## config.mk

```make
export PLATFORM = sky130hd
export DESIGN_NAME = nvc_ctrl
export DESIGN_NICKNAME = d
export VERILOG_FILES = /design/src/inc/nvc_pkg.sv /design/src/rtl/nvc_ctrl.sv
export SDC_FILE = /design/constraint.sdc
export NUM_CORES = 1
export LEC_CHECK = 0
export BUFFER_PORTS_ARGS = -buffer_cell sky130_fd_sc_hd__buf_2
export CORE_ASPECT_RATIO = 0.8
export CORE_UTILIZATION = 57
export DETAILED_ROUTE_END_ITERATION = 10
export GPL_ROUTABILITY_DRIVEN = 1
export PLACE_DENSITY = 0.9
export RECOVER_POWER = 25
export SYNTH_ARGS = -nofsm -noshare
export SYNTH_HDL_FRONTEND = slang
export SYNTH_SLANG_ARGS = --single-unit
export TNS_END_PERCENT = 50
```

## constraint.sdc

```tcl
create_clock -name ref_clk -period 10 [get_ports ref_clk]
set_clock_uncertainty 0.1 [all_clocks]
set_input_delay 2 -clock ref_clk [delete_from_list [all_inputs] [get_ports ref_clk]]
set_output_delay 2 -clock ref_clk [all_outputs]
set_load 0.05 [all_outputs]
```

## src/inc/nvc_pkg.sv

```systemverilog
/*
  nvc_pkg: constants, command codes and carrier types for the nvm command control block.
  assumes a 32-bit apb slave with one register per aligned word.
*/
package nvc_pkg;

  // register indices and byte addresses
  localparam logic [7:0] NVC_IDX_COMMAND = 8'h00;
  localparam logic [7:0] NVC_IDX_MAPCTL  = 8'h01;
  localparam logic [7:0] NVC_IDX_STATUS  = 8'h02;
  localparam logic [7:0] NVC_IDX_INTEN   = 8'h03;
  localparam logic [7:0] NVC_IDX_INTFLG  = 8'h04;
  localparam logic [7:0] NVC_IDX_RSVD    = 8'h05;
  localparam logic [7:0] NVC_IDX_DATA    = 8'h06;
  localparam logic [7:0] NVC_IDX_ADDR    = 8'h08;
  localparam logic [7:0] NVC_IDX_CCP     = 8'h0a;
  localparam logic [7:0] NVC_IDX_SYS     = 8'h0b;
  localparam int         NVC_ADDR_SHIFT  = 2;

  // reset values
  localparam logic [7:0] NVC_MAPCTL_RST  = 8'h30;
  localparam logic [1:0] NVC_MAP_RST     = 2'h3;

  // field positions in map_protect_control
  localparam int NVC_B_LOCK   = 7;
  localparam int NVC_B_MAP_HI = 5;
  localparam int NVC_B_MAP_LO = 4;
  localparam int NVC_B_DATAWP = 2;
  localparam int NVC_B_BOOT_READ_PROTECT = 1;
  localparam int NVC_B_CODEWP = 0;

  // status fields
  localparam int NVC_B_ERR_HI = 6;
  localparam int NVC_B_ERR_LO = 4;
  localparam int NVC_B_EEPROM_BUSY = 1;
  localparam int NVC_B_FLASH_BUSY  = 0;

  // change protection keys (values arbitrary)
  localparam logic [7:0] NVC_KEY_SPM   = 8'h9d;
  localparam logic [7:0] NVC_KEY_IO_REGISTER_KEY = 8'hd8;
  localparam logic [2:0] NVC_CCP_WINDOW = 3'h4;

  // error codes
  localparam logic [2:0] NVC_ERR_NONE      = 3'h0;
  localparam logic [2:0] NVC_ERR_INVALID   = 3'h1;
  localparam logic [2:0] NVC_ERR_WRPROT    = 3'h2;
  localparam logic [2:0] NVC_ERR_COLLISION = 3'h3;

  // command codes
  localparam logic [6:0] NVC_NO_COMMAND   = 7'h00;
  localparam logic [6:0] NVC_NO_OPERATION = 7'h01;
  localparam logic [6:0] NVC_FLASH_WR     = 7'h02;
  localparam logic [6:0] NVC_FLASH_PER    = 7'h08;
  localparam logic [6:0] NVC_FLASH_PER32  = 7'h0d;
  localparam logic [6:0] NVC_EE_WR        = 7'h12;
  localparam logic [6:0] NVC_EE_ERWR      = 7'h13;
  localparam logic [6:0] NVC_EE_BER       = 7'h18;
  localparam logic [6:0] NVC_EE_BER32     = 7'h1d;
  localparam logic [6:0] NVC_CHIP_ERASE   = 7'h20;
  localparam logic [6:0] NVC_EE_FULL      = 7'h30;

  // op kinds sent to the array sequencer
  typedef enum logic [3:0] {
    NVC_OP_FLASH_WR = 4'b0001,
    NVC_OP_FLASH_ER = 4'b0010,
    NVC_OP_EE_WR    = 4'b0100,
    NVC_OP_EE_ER    = 4'b1000
  } nvc_op_t;

  // store request from the cpu
  typedef struct packed {
    logic        valid;
    logic        ee;
    logic        boot_sec;
    logic        data_sec;
    logic [23:0] addr;
    logic [15:0] data;
  } nvc_store_t;

  // operation start to the array sequencer
  typedef struct packed {
    logic        start;
    logic [6:0]  cmd;
    logic        skip_ee;
    logic [23:0] addr;
    logic [15:0] data;
  } nvc_start_t;

  // sleep power state
  typedef enum logic [2:0] {
    NVC_AWAKE = 3'b001,
    NVC_DRAIN = 3'b010,
    NVC_ASLEEP = 3'b100
  } nvc_pwr_t;

endpackage

```

## src/rtl/nvc_ctrl.sv

```systemverilog
/*
  nvc_ctrl: command, mapping/protection, status and ready-interrupt front end of the nvm controller.
  assumes an apb master on ref_clk, a cpu side giving store requests and key writes on the same clock,
  and an array sequencer reporting busy levels from another domain.
*/
// Design decision made here: the APB slave port.
// Operation
// - idle eeprom sets ready flag
// - enable bit gates ready interrupt
// - irq while enabled and flag set
// - controller sleeps with system if idle
// - pending eeprom op keeps clock until done
// - ready wakes only from idle sleep
// - unlocked write leaves protected register unchanged
// - command uses spm key, mapctl io key
// - chip erase and full eeprom erase start on write, others arm
// - flash command codes decoded
// - eeprom command codes decoded
// - chip erase debug only, full eeprom erase
// - mapping lock freezes map until reset
// - map field selects section, resets three
// - map field writes need no unlock
// - app data protect sticky until reset
// - boot read protect blanks reads, nop fetch
// - boot protect writable only from boot
// - app code protect sticky until reset
// - error field holds last error, clear zero
// - ready flag set while idle, w1c
module nvc_ctrl
  import nvc_pkg::*;
(
  // clock and reset
  input  wire logic               ref_clk,
  input  wire logic               resetn,
  // apb slave
  input  wire logic               psel,
  input  wire logic               penable,
  input  wire logic               pwrite,
  input  wire logic [11:0]        paddr,
  input  wire logic [31:0]        pwdata,
  output logic                    pready,
  output logic [31:0]             prdata,
  output logic                    pslverr,
  // cpu side
  input  wire nvc_pkg::nvc_store_t store_req,
  input  wire logic               fetch_in_boot,
  input  wire logic               from_debug_port,
  input  wire logic               eeprom_save_fuse,
  input  wire logic               sys_sleep,
  input  wire logic               sleep_is_idle,
  // array sequencer (async busy levels)
  input  wire logic               flash_busy_async,
  input  wire logic               eeprom_busy_async,
  output nvc_pkg::nvc_start_t     op_start,
  output logic [1:0]              flash_section_map,
  output logic                    boot_read_protect,
  output logic                    boot_fetch_nop,
  output logic                    irq,
  output logic                    wake_req,
  output logic                    clk_keep_on
);

  // reset release
  logic [1:0] rst_sync_q;
  logic       rst_n;
  always_ff @(posedge ref_clk or negedge resetn)
  begin
    if (!resetn) rst_sync_q <= 2'b00;
    else         rst_sync_q <= {rst_sync_q[0], 1'b1};
  end
  assign rst_n = rst_sync_q[1];

  // busy synchronisers
  logic [1:0] fb_sync_q, eb_sync_q;
  logic       flash_busy, eeprom_busy;
  always_ff @(posedge ref_clk or negedge rst_n)
  begin
    if (!rst_n)
    begin
      fb_sync_q <= 2'b00;
      eb_sync_q <= 2'b00;
    end
    else
    begin
      fb_sync_q <= {fb_sync_q[0], flash_busy_async};
      eb_sync_q <= {eb_sync_q[0], eeprom_busy_async};
    end
  end
  assign flash_busy  = fb_sync_q[1];
  assign eeprom_busy = eb_sync_q[1];

  function automatic logic cmd_is_arm(input logic [6:0] c);
    return (c == NVC_FLASH_WR) ||
           (c >= NVC_FLASH_PER && c <= NVC_FLASH_PER32) ||
           (c == NVC_EE_WR) || (c == NVC_EE_ERWR) ||
           (c >= NVC_EE_BER && c <= NVC_EE_BER32);
  endfunction

  function automatic logic cmd_is_ee(input logic [6:0] c);
    return (c == NVC_EE_WR) || (c == NVC_EE_ERWR) || (c >= NVC_EE_BER && c <= NVC_EE_BER32);
  endfunction

  function automatic logic cmd_is_idle(input logic [6:0] c);
    return (c == NVC_NO_COMMAND) || (c == NVC_NO_OPERATION);
  endfunction

  // apb decode
  logic       wr_en, rd_en;
  logic [7:0] idx;
  logic [7:0] wb;
  // writes land once, at the edge that completes the access
  assign wr_en = psel && penable && pwrite && pready;
  assign rd_en = psel && penable && !pwrite;
  assign idx   = paddr[NVC_ADDR_SHIFT +: 8];
  assign wb    = pwdata[7:0];

  // change protection window
  logic [7:0] key_q;
  logic [2:0] ccp_cnt_q;
  logic       spm_open, io_open;
  always_ff @(posedge ref_clk or negedge rst_n)
  begin
    if (!rst_n)
    begin
      key_q     <= 8'h00;
      ccp_cnt_q <= 3'h0;
    end
    else if (wr_en && idx == NVC_IDX_CCP)
    begin
      key_q     <= wb;
      ccp_cnt_q <= NVC_CCP_WINDOW;
    end
    else if (ccp_cnt_q != 3'h0)
      ccp_cnt_q <= ccp_cnt_q - 3'h1;
  end
  assign spm_open = (ccp_cnt_q != 3'h0) && (key_q == NVC_KEY_SPM);
  assign io_open  = (ccp_cnt_q != 3'h0) && (key_q == NVC_KEY_IO_REGISTER_KEY);

  // command register and operation start
  logic [6:0] cmd_q;
  logic [2:0] err_q;
  logic       cmd_wr, store_blocked;
  logic [7:0] map_q;
  nvc_start_t op_q;
  assign cmd_wr = wr_en && idx == NVC_IDX_COMMAND && spm_open;
  assign store_blocked = (store_req.boot_sec && 1'b0) ||
                         (!store_req.ee && !store_req.data_sec && map_q[NVC_B_CODEWP]) ||
                         (!store_req.ee && store_req.data_sec && map_q[NVC_B_DATAWP]);

  always_ff @(posedge ref_clk or negedge rst_n)
  begin
    if (!rst_n)
      cmd_q <= NVC_NO_COMMAND;
    else if (cmd_wr)
      cmd_q <= wb[6:0];
  end

  always_ff @(posedge ref_clk or negedge rst_n)
  begin
    if (!rst_n)
      op_q <= '0;
    else
    begin
      op_q.start <= 1'b0;
      if (cmd_wr && wb[6:0] == NVC_EE_FULL)
      begin
        op_q.start   <= 1'b1;
        op_q.cmd     <= NVC_EE_FULL;
        op_q.skip_ee <= 1'b0;
      end
      else if (cmd_wr && wb[6:0] == NVC_CHIP_ERASE && from_debug_port)
      begin
        op_q.start   <= 1'b1;
        op_q.cmd     <= NVC_CHIP_ERASE;
        op_q.skip_ee <= eeprom_save_fuse;
      end
      else if (store_req.valid && cmd_is_arm(cmd_q) && !store_blocked &&
               (cmd_is_ee(cmd_q) == store_req.ee))
      begin
        op_q.start   <= 1'b1;
        op_q.cmd     <= cmd_q;
        op_q.skip_ee <= 1'b0;
        op_q.addr    <= store_req.addr;
        op_q.data    <= store_req.data;
      end
    end
  end

  // error field: hardware error wins over software clear
  logic [2:0] err_d;
  always_comb
  begin
    err_d = err_q;
    if (wr_en && idx == NVC_IDX_STATUS && wb[NVC_B_ERR_HI:NVC_B_ERR_LO] == NVC_ERR_NONE)
      err_d = NVC_ERR_NONE;
    if (store_req.valid && cmd_is_arm(cmd_q) && store_blocked)
      err_d = NVC_ERR_WRPROT;
    if (cmd_wr)
    begin
      if (!(cmd_is_arm(wb[6:0]) || cmd_is_idle(wb[6:0]) || wb[6:0] == NVC_EE_FULL ||
            (wb[6:0] == NVC_CHIP_ERASE && from_debug_port)))
        err_d = NVC_ERR_INVALID;
      else if (!cmd_is_idle(cmd_q) && !cmd_is_idle(wb[6:0]))
        err_d = NVC_ERR_COLLISION;
    end
  end
  always_ff @(posedge ref_clk or negedge rst_n)
  begin
    if (!rst_n) err_q <= NVC_ERR_NONE;
    else        err_q <= err_d;
  end

  // map/protect register
  always_ff @(posedge ref_clk or negedge rst_n)
  begin
    if (!rst_n)
      map_q <= NVC_MAPCTL_RST;
    else if (wr_en && idx == NVC_IDX_MAPCTL)
    begin
      if (!map_q[NVC_B_LOCK])
        map_q[NVC_B_MAP_HI:NVC_B_MAP_LO] <= wb[NVC_B_MAP_HI:NVC_B_MAP_LO];
      if (io_open)
      begin
        map_q[NVC_B_LOCK]   <= map_q[NVC_B_LOCK]   | wb[NVC_B_LOCK];
        map_q[NVC_B_DATAWP] <= map_q[NVC_B_DATAWP] | wb[NVC_B_DATAWP];
        map_q[NVC_B_CODEWP] <= map_q[NVC_B_CODEWP] | wb[NVC_B_CODEWP];
        if (fetch_in_boot)
          map_q[NVC_B_BOOT_READ_PROTECT] <= map_q[NVC_B_BOOT_READ_PROTECT] | wb[NVC_B_BOOT_READ_PROTECT];
      end
    end
  end

  // interrupt enable and ready flag
  logic inten_q, rdy_q;
  always_ff @(posedge ref_clk or negedge rst_n)
  begin
    if (!rst_n)
      inten_q <= 1'b0;
    else if (wr_en && idx == NVC_IDX_INTEN)
      inten_q <= wb[0];
  end
  // idle level sets the flag and wins over a clear in the same cycle
  always_ff @(posedge ref_clk or negedge rst_n)
  begin
    if (!rst_n)
      rdy_q <= 1'b0;
    else if (!eeprom_busy && !op_q.start)
      rdy_q <= 1'b1;
    else if (wr_en && idx == NVC_IDX_INTFLG && wb[0])
      rdy_q <= 1'b0;
  end

  // data and address
  logic [15:0] data_q;
  logic [23:0] addr_q;
  always_ff @(posedge ref_clk or negedge rst_n)
  begin
    if (!rst_n)
    begin
      data_q <= 16'h0000;
      addr_q <= 24'h000000;
    end
    else
    begin
      if (wr_en && idx == NVC_IDX_DATA) data_q <= pwdata[15:0];
      if (wr_en && idx == NVC_IDX_ADDR) addr_q <= pwdata[23:0];
    end
  end

  // sleep control
  nvc_pwr_t pwr_q;
  always_ff @(posedge ref_clk or negedge rst_n)
  begin
    if (!rst_n)
      pwr_q <= NVC_AWAKE;
    else
      unique case (pwr_q)
        NVC_AWAKE:
          if (sys_sleep)
            pwr_q <= eeprom_busy ? NVC_DRAIN : NVC_ASLEEP;
        NVC_DRAIN:
          if (!sys_sleep)        pwr_q <= NVC_AWAKE;
          else if (!eeprom_busy) pwr_q <= NVC_ASLEEP;
        NVC_ASLEEP:
          if (!sys_sleep) pwr_q <= NVC_AWAKE;
      endcase
  end

  // read data select, registered into prdata below
  logic [31:0] rd_d;
  always_comb
  begin
    rd_d = 32'h0;
    unique case (idx)
      NVC_IDX_COMMAND: rd_d[6:0]  = cmd_q;
      NVC_IDX_MAPCTL:  rd_d[7:0]  = map_q & 8'hb7;
      NVC_IDX_STATUS:  rd_d[7:0]  = {1'b0, err_q, 2'b00, eeprom_busy, flash_busy};
      NVC_IDX_INTEN:   rd_d[0]    = inten_q;
      NVC_IDX_INTFLG:  rd_d[0]    = rdy_q;
      NVC_IDX_DATA:    rd_d[15:0] = data_q;
      NVC_IDX_ADDR:    rd_d[23:0] = addr_q;
      default:         rd_d       = 32'h0;
    endcase
  end

  // apb answer: one wait state keeps read data straight from a flop
  always_ff @(posedge ref_clk or negedge rst_n)
  begin
    if (!rst_n)
    begin
      pready  <= 1'b0;
      prdata  <= 32'h0;
      pslverr <= 1'b0;
    end
    else
    begin
      pready  <= psel && penable && !pready;
      prdata  <= rd_en ? rd_d : 32'h0;
      pslverr <= 1'b0;
    end
  end

  // operation start to the array sequencer
  always_ff @(posedge ref_clk or negedge rst_n)
  begin
    if (!rst_n)
      op_start <= '0;
    else
      op_start <= op_q;
  end

  // mapping and boot protection outputs
  always_ff @(posedge ref_clk or negedge rst_n)
  begin
    if (!rst_n)
    begin
      flash_section_map <= NVC_MAP_RST;
      boot_read_protect <= 1'b0;
      boot_fetch_nop    <= 1'b0;
    end
    else
    begin
      flash_section_map <= map_q[NVC_B_MAP_HI:NVC_B_MAP_LO];
      // protection only once execution has left the boot section
      boot_read_protect <= map_q[NVC_B_BOOT_READ_PROTECT] && !fetch_in_boot;
      boot_fetch_nop    <= map_q[NVC_B_BOOT_READ_PROTECT] && !fetch_in_boot;
    end
  end

  // ready interrupt and wake request
  always_ff @(posedge ref_clk or negedge rst_n)
  begin
    if (!rst_n)
    begin
      irq      <= 1'b0;
      wake_req <= 1'b0;
    end
    else
    begin
      irq      <= inten_q && rdy_q;
      // deeper sleep modes have no clock to take the wake
      wake_req <= inten_q && rdy_q && sys_sleep && sleep_is_idle;
    end
  end

  // peripheral clock request, held while an eeprom op drains
  always_ff @(posedge ref_clk or negedge rst_n)
  begin
    if (!rst_n)
      clk_keep_on <= 1'b1;
    else
      clk_keep_on <= (pwr_q != NVC_ASLEEP);
  end

endmodule

```

Yosys cells after proc, flatten, opt, wreduce, memory -nomap -nowiden:

Cells that the tools add are included.
W data, S select, Z words.

* register bits: 207
* input port bits: 100
* output and inout port bits: 90
* word-level logic and storage cells: 179

* mux-type cells: 24
* order comparisons: 8
* reductions and logical operators: 79
* add/sub/neg operators: 1
* eq/ne operators: 27
* bitwise gates (word level): 7

Operators with widths (count)
* $mux W49: 1
* $logic_and A1 B1 Y1: 40
* $mux W3: 12
* $pmux W6 S5: 1
* $eq A7 B5 Y1 const B: 4
* $mux W24: 1
* $mux W9: 2
* $eq A8 B2 Y1 const B: 2
* $eq A8 B3 Y1 const B: 2
* $eq A8 B4 Y1 const B: 2
* $eq A8 B8 Y1 const B: 2
* $logic_or A1 B1 Y1: 16
* $pmux W8 S2: 1
* $eq A7 B1 Y1 const B: 2
* $eq A7 B2 Y1 const B: 2
* $eq A7 B6 Y1 const B: 2
* $ge A7 B4 Y1 const B: 2
* $ge A7 B5 Y1 const B: 2
* $le A7 B4 Y1 const B: 2
* $le A7 B5 Y1 const B: 2
* $logic_not A7 Y1: 2
* $logic_not A1 Y1: 10
* $pmux W3 S3: 1
* $reduce_and A3 Y1: 3
* 19 further kinds: 30

Longest topological paths before layout:

* word-level depth: 12
* mapped depth: 8
* mapped depth without buffers: 7

Least setup slack after synthesis:

Ideal clock, no wire load.

* path kind: input port to flip-flop
* from: input paddr[9]
* to: register op_q[0] (netlist name)
* stages: 6
* slack: 6.098 ns
* library setup time: 0.125 ns
* data required time: 9.775 ns
* buffers on the path: 1
* data arrival time: 3.677 ns
* path through: nor4_2 nand3_2 nor4_4 nand2b_2 buf_6 mux2_2

* cells in the longest elaborated chain, start to end: 7
* elaborated cells between the ends (all ways): 9
* classes of those cells: bitwise (2); reduce/logical (7)

Ends and longest elaborated chain
* start: declaration: RTL line nvc_ctrl.sv:39 `input wire logic [11:0] paddr,`
* $logic_not A8 Y1 *: RTL line nvc_ctrl.sv:145 `assign cmd_wr = wr_en && idx == NVC_IDX_COMMAND && spm_open;`
* $logic_and A1 B1 Y1 * (2 in a row): RTL line nvc_ctrl.sv:145
* $logic_and A1 B1 Y1 (2 in a row): RTL line nvc_ctrl.sv:171 `else if (cmd_wr && wb[6:0] == NVC_CHIP_ERASE && from_debug_port)`
* $not A1 Y1 (no source line)
* $reduce_and A3 Y1 (no source line) *
* end: declaration: RTL line nvc_ctrl.sv:144 `nvc_start_t op_q;`

Mark *: on every way between the ends. The rest lies on a longest branch, timed or not.
A chain may end at the register's enable or synchronous reset.

==> summary.txt <==
Clock tree
  • Clock slew at reported path FFs: 60 ps
  • Clock Sinks: 207
  • CTS Buf Count: 20
  • Max clock buf depth: 3
  • H-Tree Level Count: 1
  • Setup repair bufs after CTS: 0
  • CTS tree: yes
  • Hold_buf cts: 0
  • Clock latency on the worst-skew pair: 480 ps
  • CTS resizes: 0
  • Clock Tree Root: clkbuf_16

Timing
  • Measured slew at the worst slew-check pin: 4159 ps
  • RSZ-0062 raised after global routing: false
  • Slew headroom: -177.2%
  • Setup_tns: 0 ps
  • Endpoints failing setup: 0
  • Final setup margin: 4378 ps
  • Crit share post-route: 56.22%
  • Hold Violations, Final: 0
  • Minimum clock period: 5622 ps
  • Hold_ws: 248.1 ps
  • Maximum clock rate: 177.9 MHz
  • Slew Viols, Final: 210

Yosys
  • Post-synthesis instance total: 528
  • Multiplexer share of the synthesized area: 16.39%
  • Simple-gate area share of the yosys netlist: 8.413%
  • Async SR Flop Fraction: 100.0%
  • Adder-Cell Fraction of Synth Area: 0.3199%
  • Cell variety after synth: 59
  • Sequential area share after synthesis: 66.31%
  • Synthesized flop and latch total: 207
  • Synth area leader: dfrtp_1
  • Synth top area share: 64.30%
  • YS warnings: 0
  • Post-synth EDFFs: 0
  • Syn Area/Cell: 14.82 um^2
  • Post-Synthesis Cell Area: 7823 um^2
  • Synth top area cells: dfrtp_1, mux2_2, mux2_4
  • Largest family of logic cells by synthesized area: multiplexers
  • Top_reg_cell synth: dfrtp_1
  • Compound-cell area share of the yosys netlist: 5.358%
  • Post-Synth XOR/XNOR Area: 0.3359%

Job
  • MaxCap Viol Count: 3

Detailed routing
  • Final ANT Viol Nets: 0
  • Wire length per cell: 18.38 um
  • Final WL: 16300 um
  • DR vias: 4967
  • Via/cell ratio: 5.600
  • Drc violations: 0
  • Iter 0 DRT Violations: 278
  • First-pass iteration count of the detailed router: 5

Floorplan
  • Die Y: 106.8 um
  • Cell Rows: 37
  • Number of top-level pins: 190
  • Chip width: 133.0 um
  • Die Area: 14200 um^2
  • Starting Density: 59.71%
  • Core Footprint: 13100 um^2

Power
  • Peak supply drop: 0.1291 mV
  • Static Leak: 5.127 nW
  • Pwr Total: 0.001806 W
  • Cell area power density: 191.1 nW/um^2

Worst setup path
  • Crit path cell chain: clkbuf_1
  • Crit Path Category: flip-flop to asynchronous set/reset pin
  • Worst EP arrival: 5140 ps
  • FF-to-FF path depth: 1
  • CP bufs+invs: 1
  • Worst Setup End Kind: asynchronous set/reset pin
  • Delay-heaviest family, CP: buffers and inverters
  • Crit path largest cell delay: 3020 ps
  • CP max FO: 84
  • Critical R2R Capture: op_q[1]
  • Crit-path slowest cell: clkbuf_1
  • Reg2Reg Setup Slack: 4380 ps
  • Reg2reg start: rst_sync_q[1]
  • Crit. Startpoint: rst_sync_q[1]
  • Worst setup path end: op_q[1]
  • Worst Path Required: 9520 ps
  • Startpoint types: flip-flop
  • Stages on worst setup path: 1

Global routing
  • Total Routing Usage GR: 23.95%
  • Initial antenna violation count: 0
  • Grt total ovfl: 0
  • Largest net degree at the start of global routing: 85
  • Vias in the first global route: 5250
  • Global-route wire length before repair: 26640 um

Layout
  • Commonest non-fill, non-tap cell in the layout: dfrtp_1
  • Ant diodes: 0
  • NumNets Final: 800
  • Final std cell area, no fill: 9449 um^2
  • Fill cells: 857
  • Area delta synth->final: 20.79%
  • Commonest non-fill, non-tap cells in the layout: dfrtp_1, buf_2, mux2_2
  • Fraction of layout cells with a size suffix above 1: 41.71%

Run status
  • Outcome: complete, but fails checks
  • Failing checks: max-capacitance violations, max-slew violations

Min path
  • Hold crit path type: flip-flop to flip-flop

Placement
  • Placement Setup Slack: 4982 ps
  • Detailed Place HPWL: 11340 um
  • Gpl congestion: 0.8469
  • Placed Area: 8732 um^2
  • Port Buffers: 167
## metal layers
| layer | GRT usage, % | wire length [um] | vias to the layer above | share of wire [%] |
|---|---|---|---|---|
| met5 | 0 | 0 | - | 0 |
| met4 | 6.650 | 298 | 0 | 1.8 |
| met3 | 4.823 | 1129 | 34 | 6.9 |
| met2 | 40.13 | 8243 | 192 | 51 |
| met1 | 32.10 | 6629 | 2539 | 41 |
| li1 | - | - | 2202 | - |
## where the power goes
| part | switching (W) | internal [W] |
|---|---|---|
| clock network | 0.000301 | 0.000516 |
| logic | 0.0000731 | 0.0000420 |
| registers | 0.0000172 | 0.000856 |
## Yosys cell counts (all sizes together) (4+ instances only)
library cell	instances
a21oi	9
a22o	7
a22oi	13
and2	4
and3	12
buf	22
clkbuf	8
dfrtp	201
dfstp	6
inv	4
mux2	101
mux2i	7
nand2	14
nand2b	6
nand3	8
nor2	32
nor2b	7
nor3	12
nor4	6
o21ai	5
## flip-flops by register name (all words and copies together), names as in the netlist, 6 cells and up
| signal | count |
|---|---|
| op_q | 49 |
| op_start | 49 |
| addr_q | 24 |
| prdata | 24 |
| data_q | 16 |
| key_q | 8 |
| cmd_q | 7 |
| map_q | 6 |
## stage by stage
step / instances / util (%)
floorplan: 536 / -
global placement: 851 / 66.65
detailed placement: 851 / 66.65
CTS: 887 / 72.24
global route: 887 / 72.12
finish: 887 / 72.12
## cells by family (layout without fill, tap and decap cells)
| logic type | Yosys count | in the layout |
|---|---|---|
| AOI/OAI and AO/OA | 56 | 56 |
| xor gates and xnor gates | 3 | 3 |
| adders and majority gates | 2 | 2 |
| buffers and inverters | 34 | 210 |
| DFF | 207 | 207 |
| muxes | 108 | 108 |
| other | 2 | 10 |
| and+or+nand+nor | 116 | 116 |
## worst min-delay path by stage
| stage | startpoint | end | slack (ps) | depth (start not counted) |
|---|---|---|---|---|
| 2_1_floorplan | eb_sync_q[0] | eb_sync_q[1] | 230 | 0 |
| 3_5_place_dp | rst_sync_q[0] | rst_sync_q[1] | 230 | 0 |
| 3_3_place_gp | eb_sync_q[0] | eb_sync_q[1] | 240 | 0 |
| 4_1_cts | eb_sync_q[0] | eb_sync_q[1] | 250 | 0 |
| 6_report | rst_sync_q[0] | rst_sync_q[1] | 250 | 0 |
| 5_1_grt | fb_sync_q[0] | fb_sync_q[1] | 250 | 0 |
## layout make-up
class / instances / area, um^2 / area share (%)
sequential: 207 / 5187 / 54.90
multi-input combinational: 295 / 2449 / 25.91
inverter: 4 / 15.01 / 0.1589
clock buffer: 28 / 591.8 / 6.263
tap: 175 / 219.0 / 2.317
clock inverter: 8 / 140.1 / 1.483
timing repair buffer: 170 / 847.1 / 8.965
Note: power is estimated with default switching activity, not from simulation.
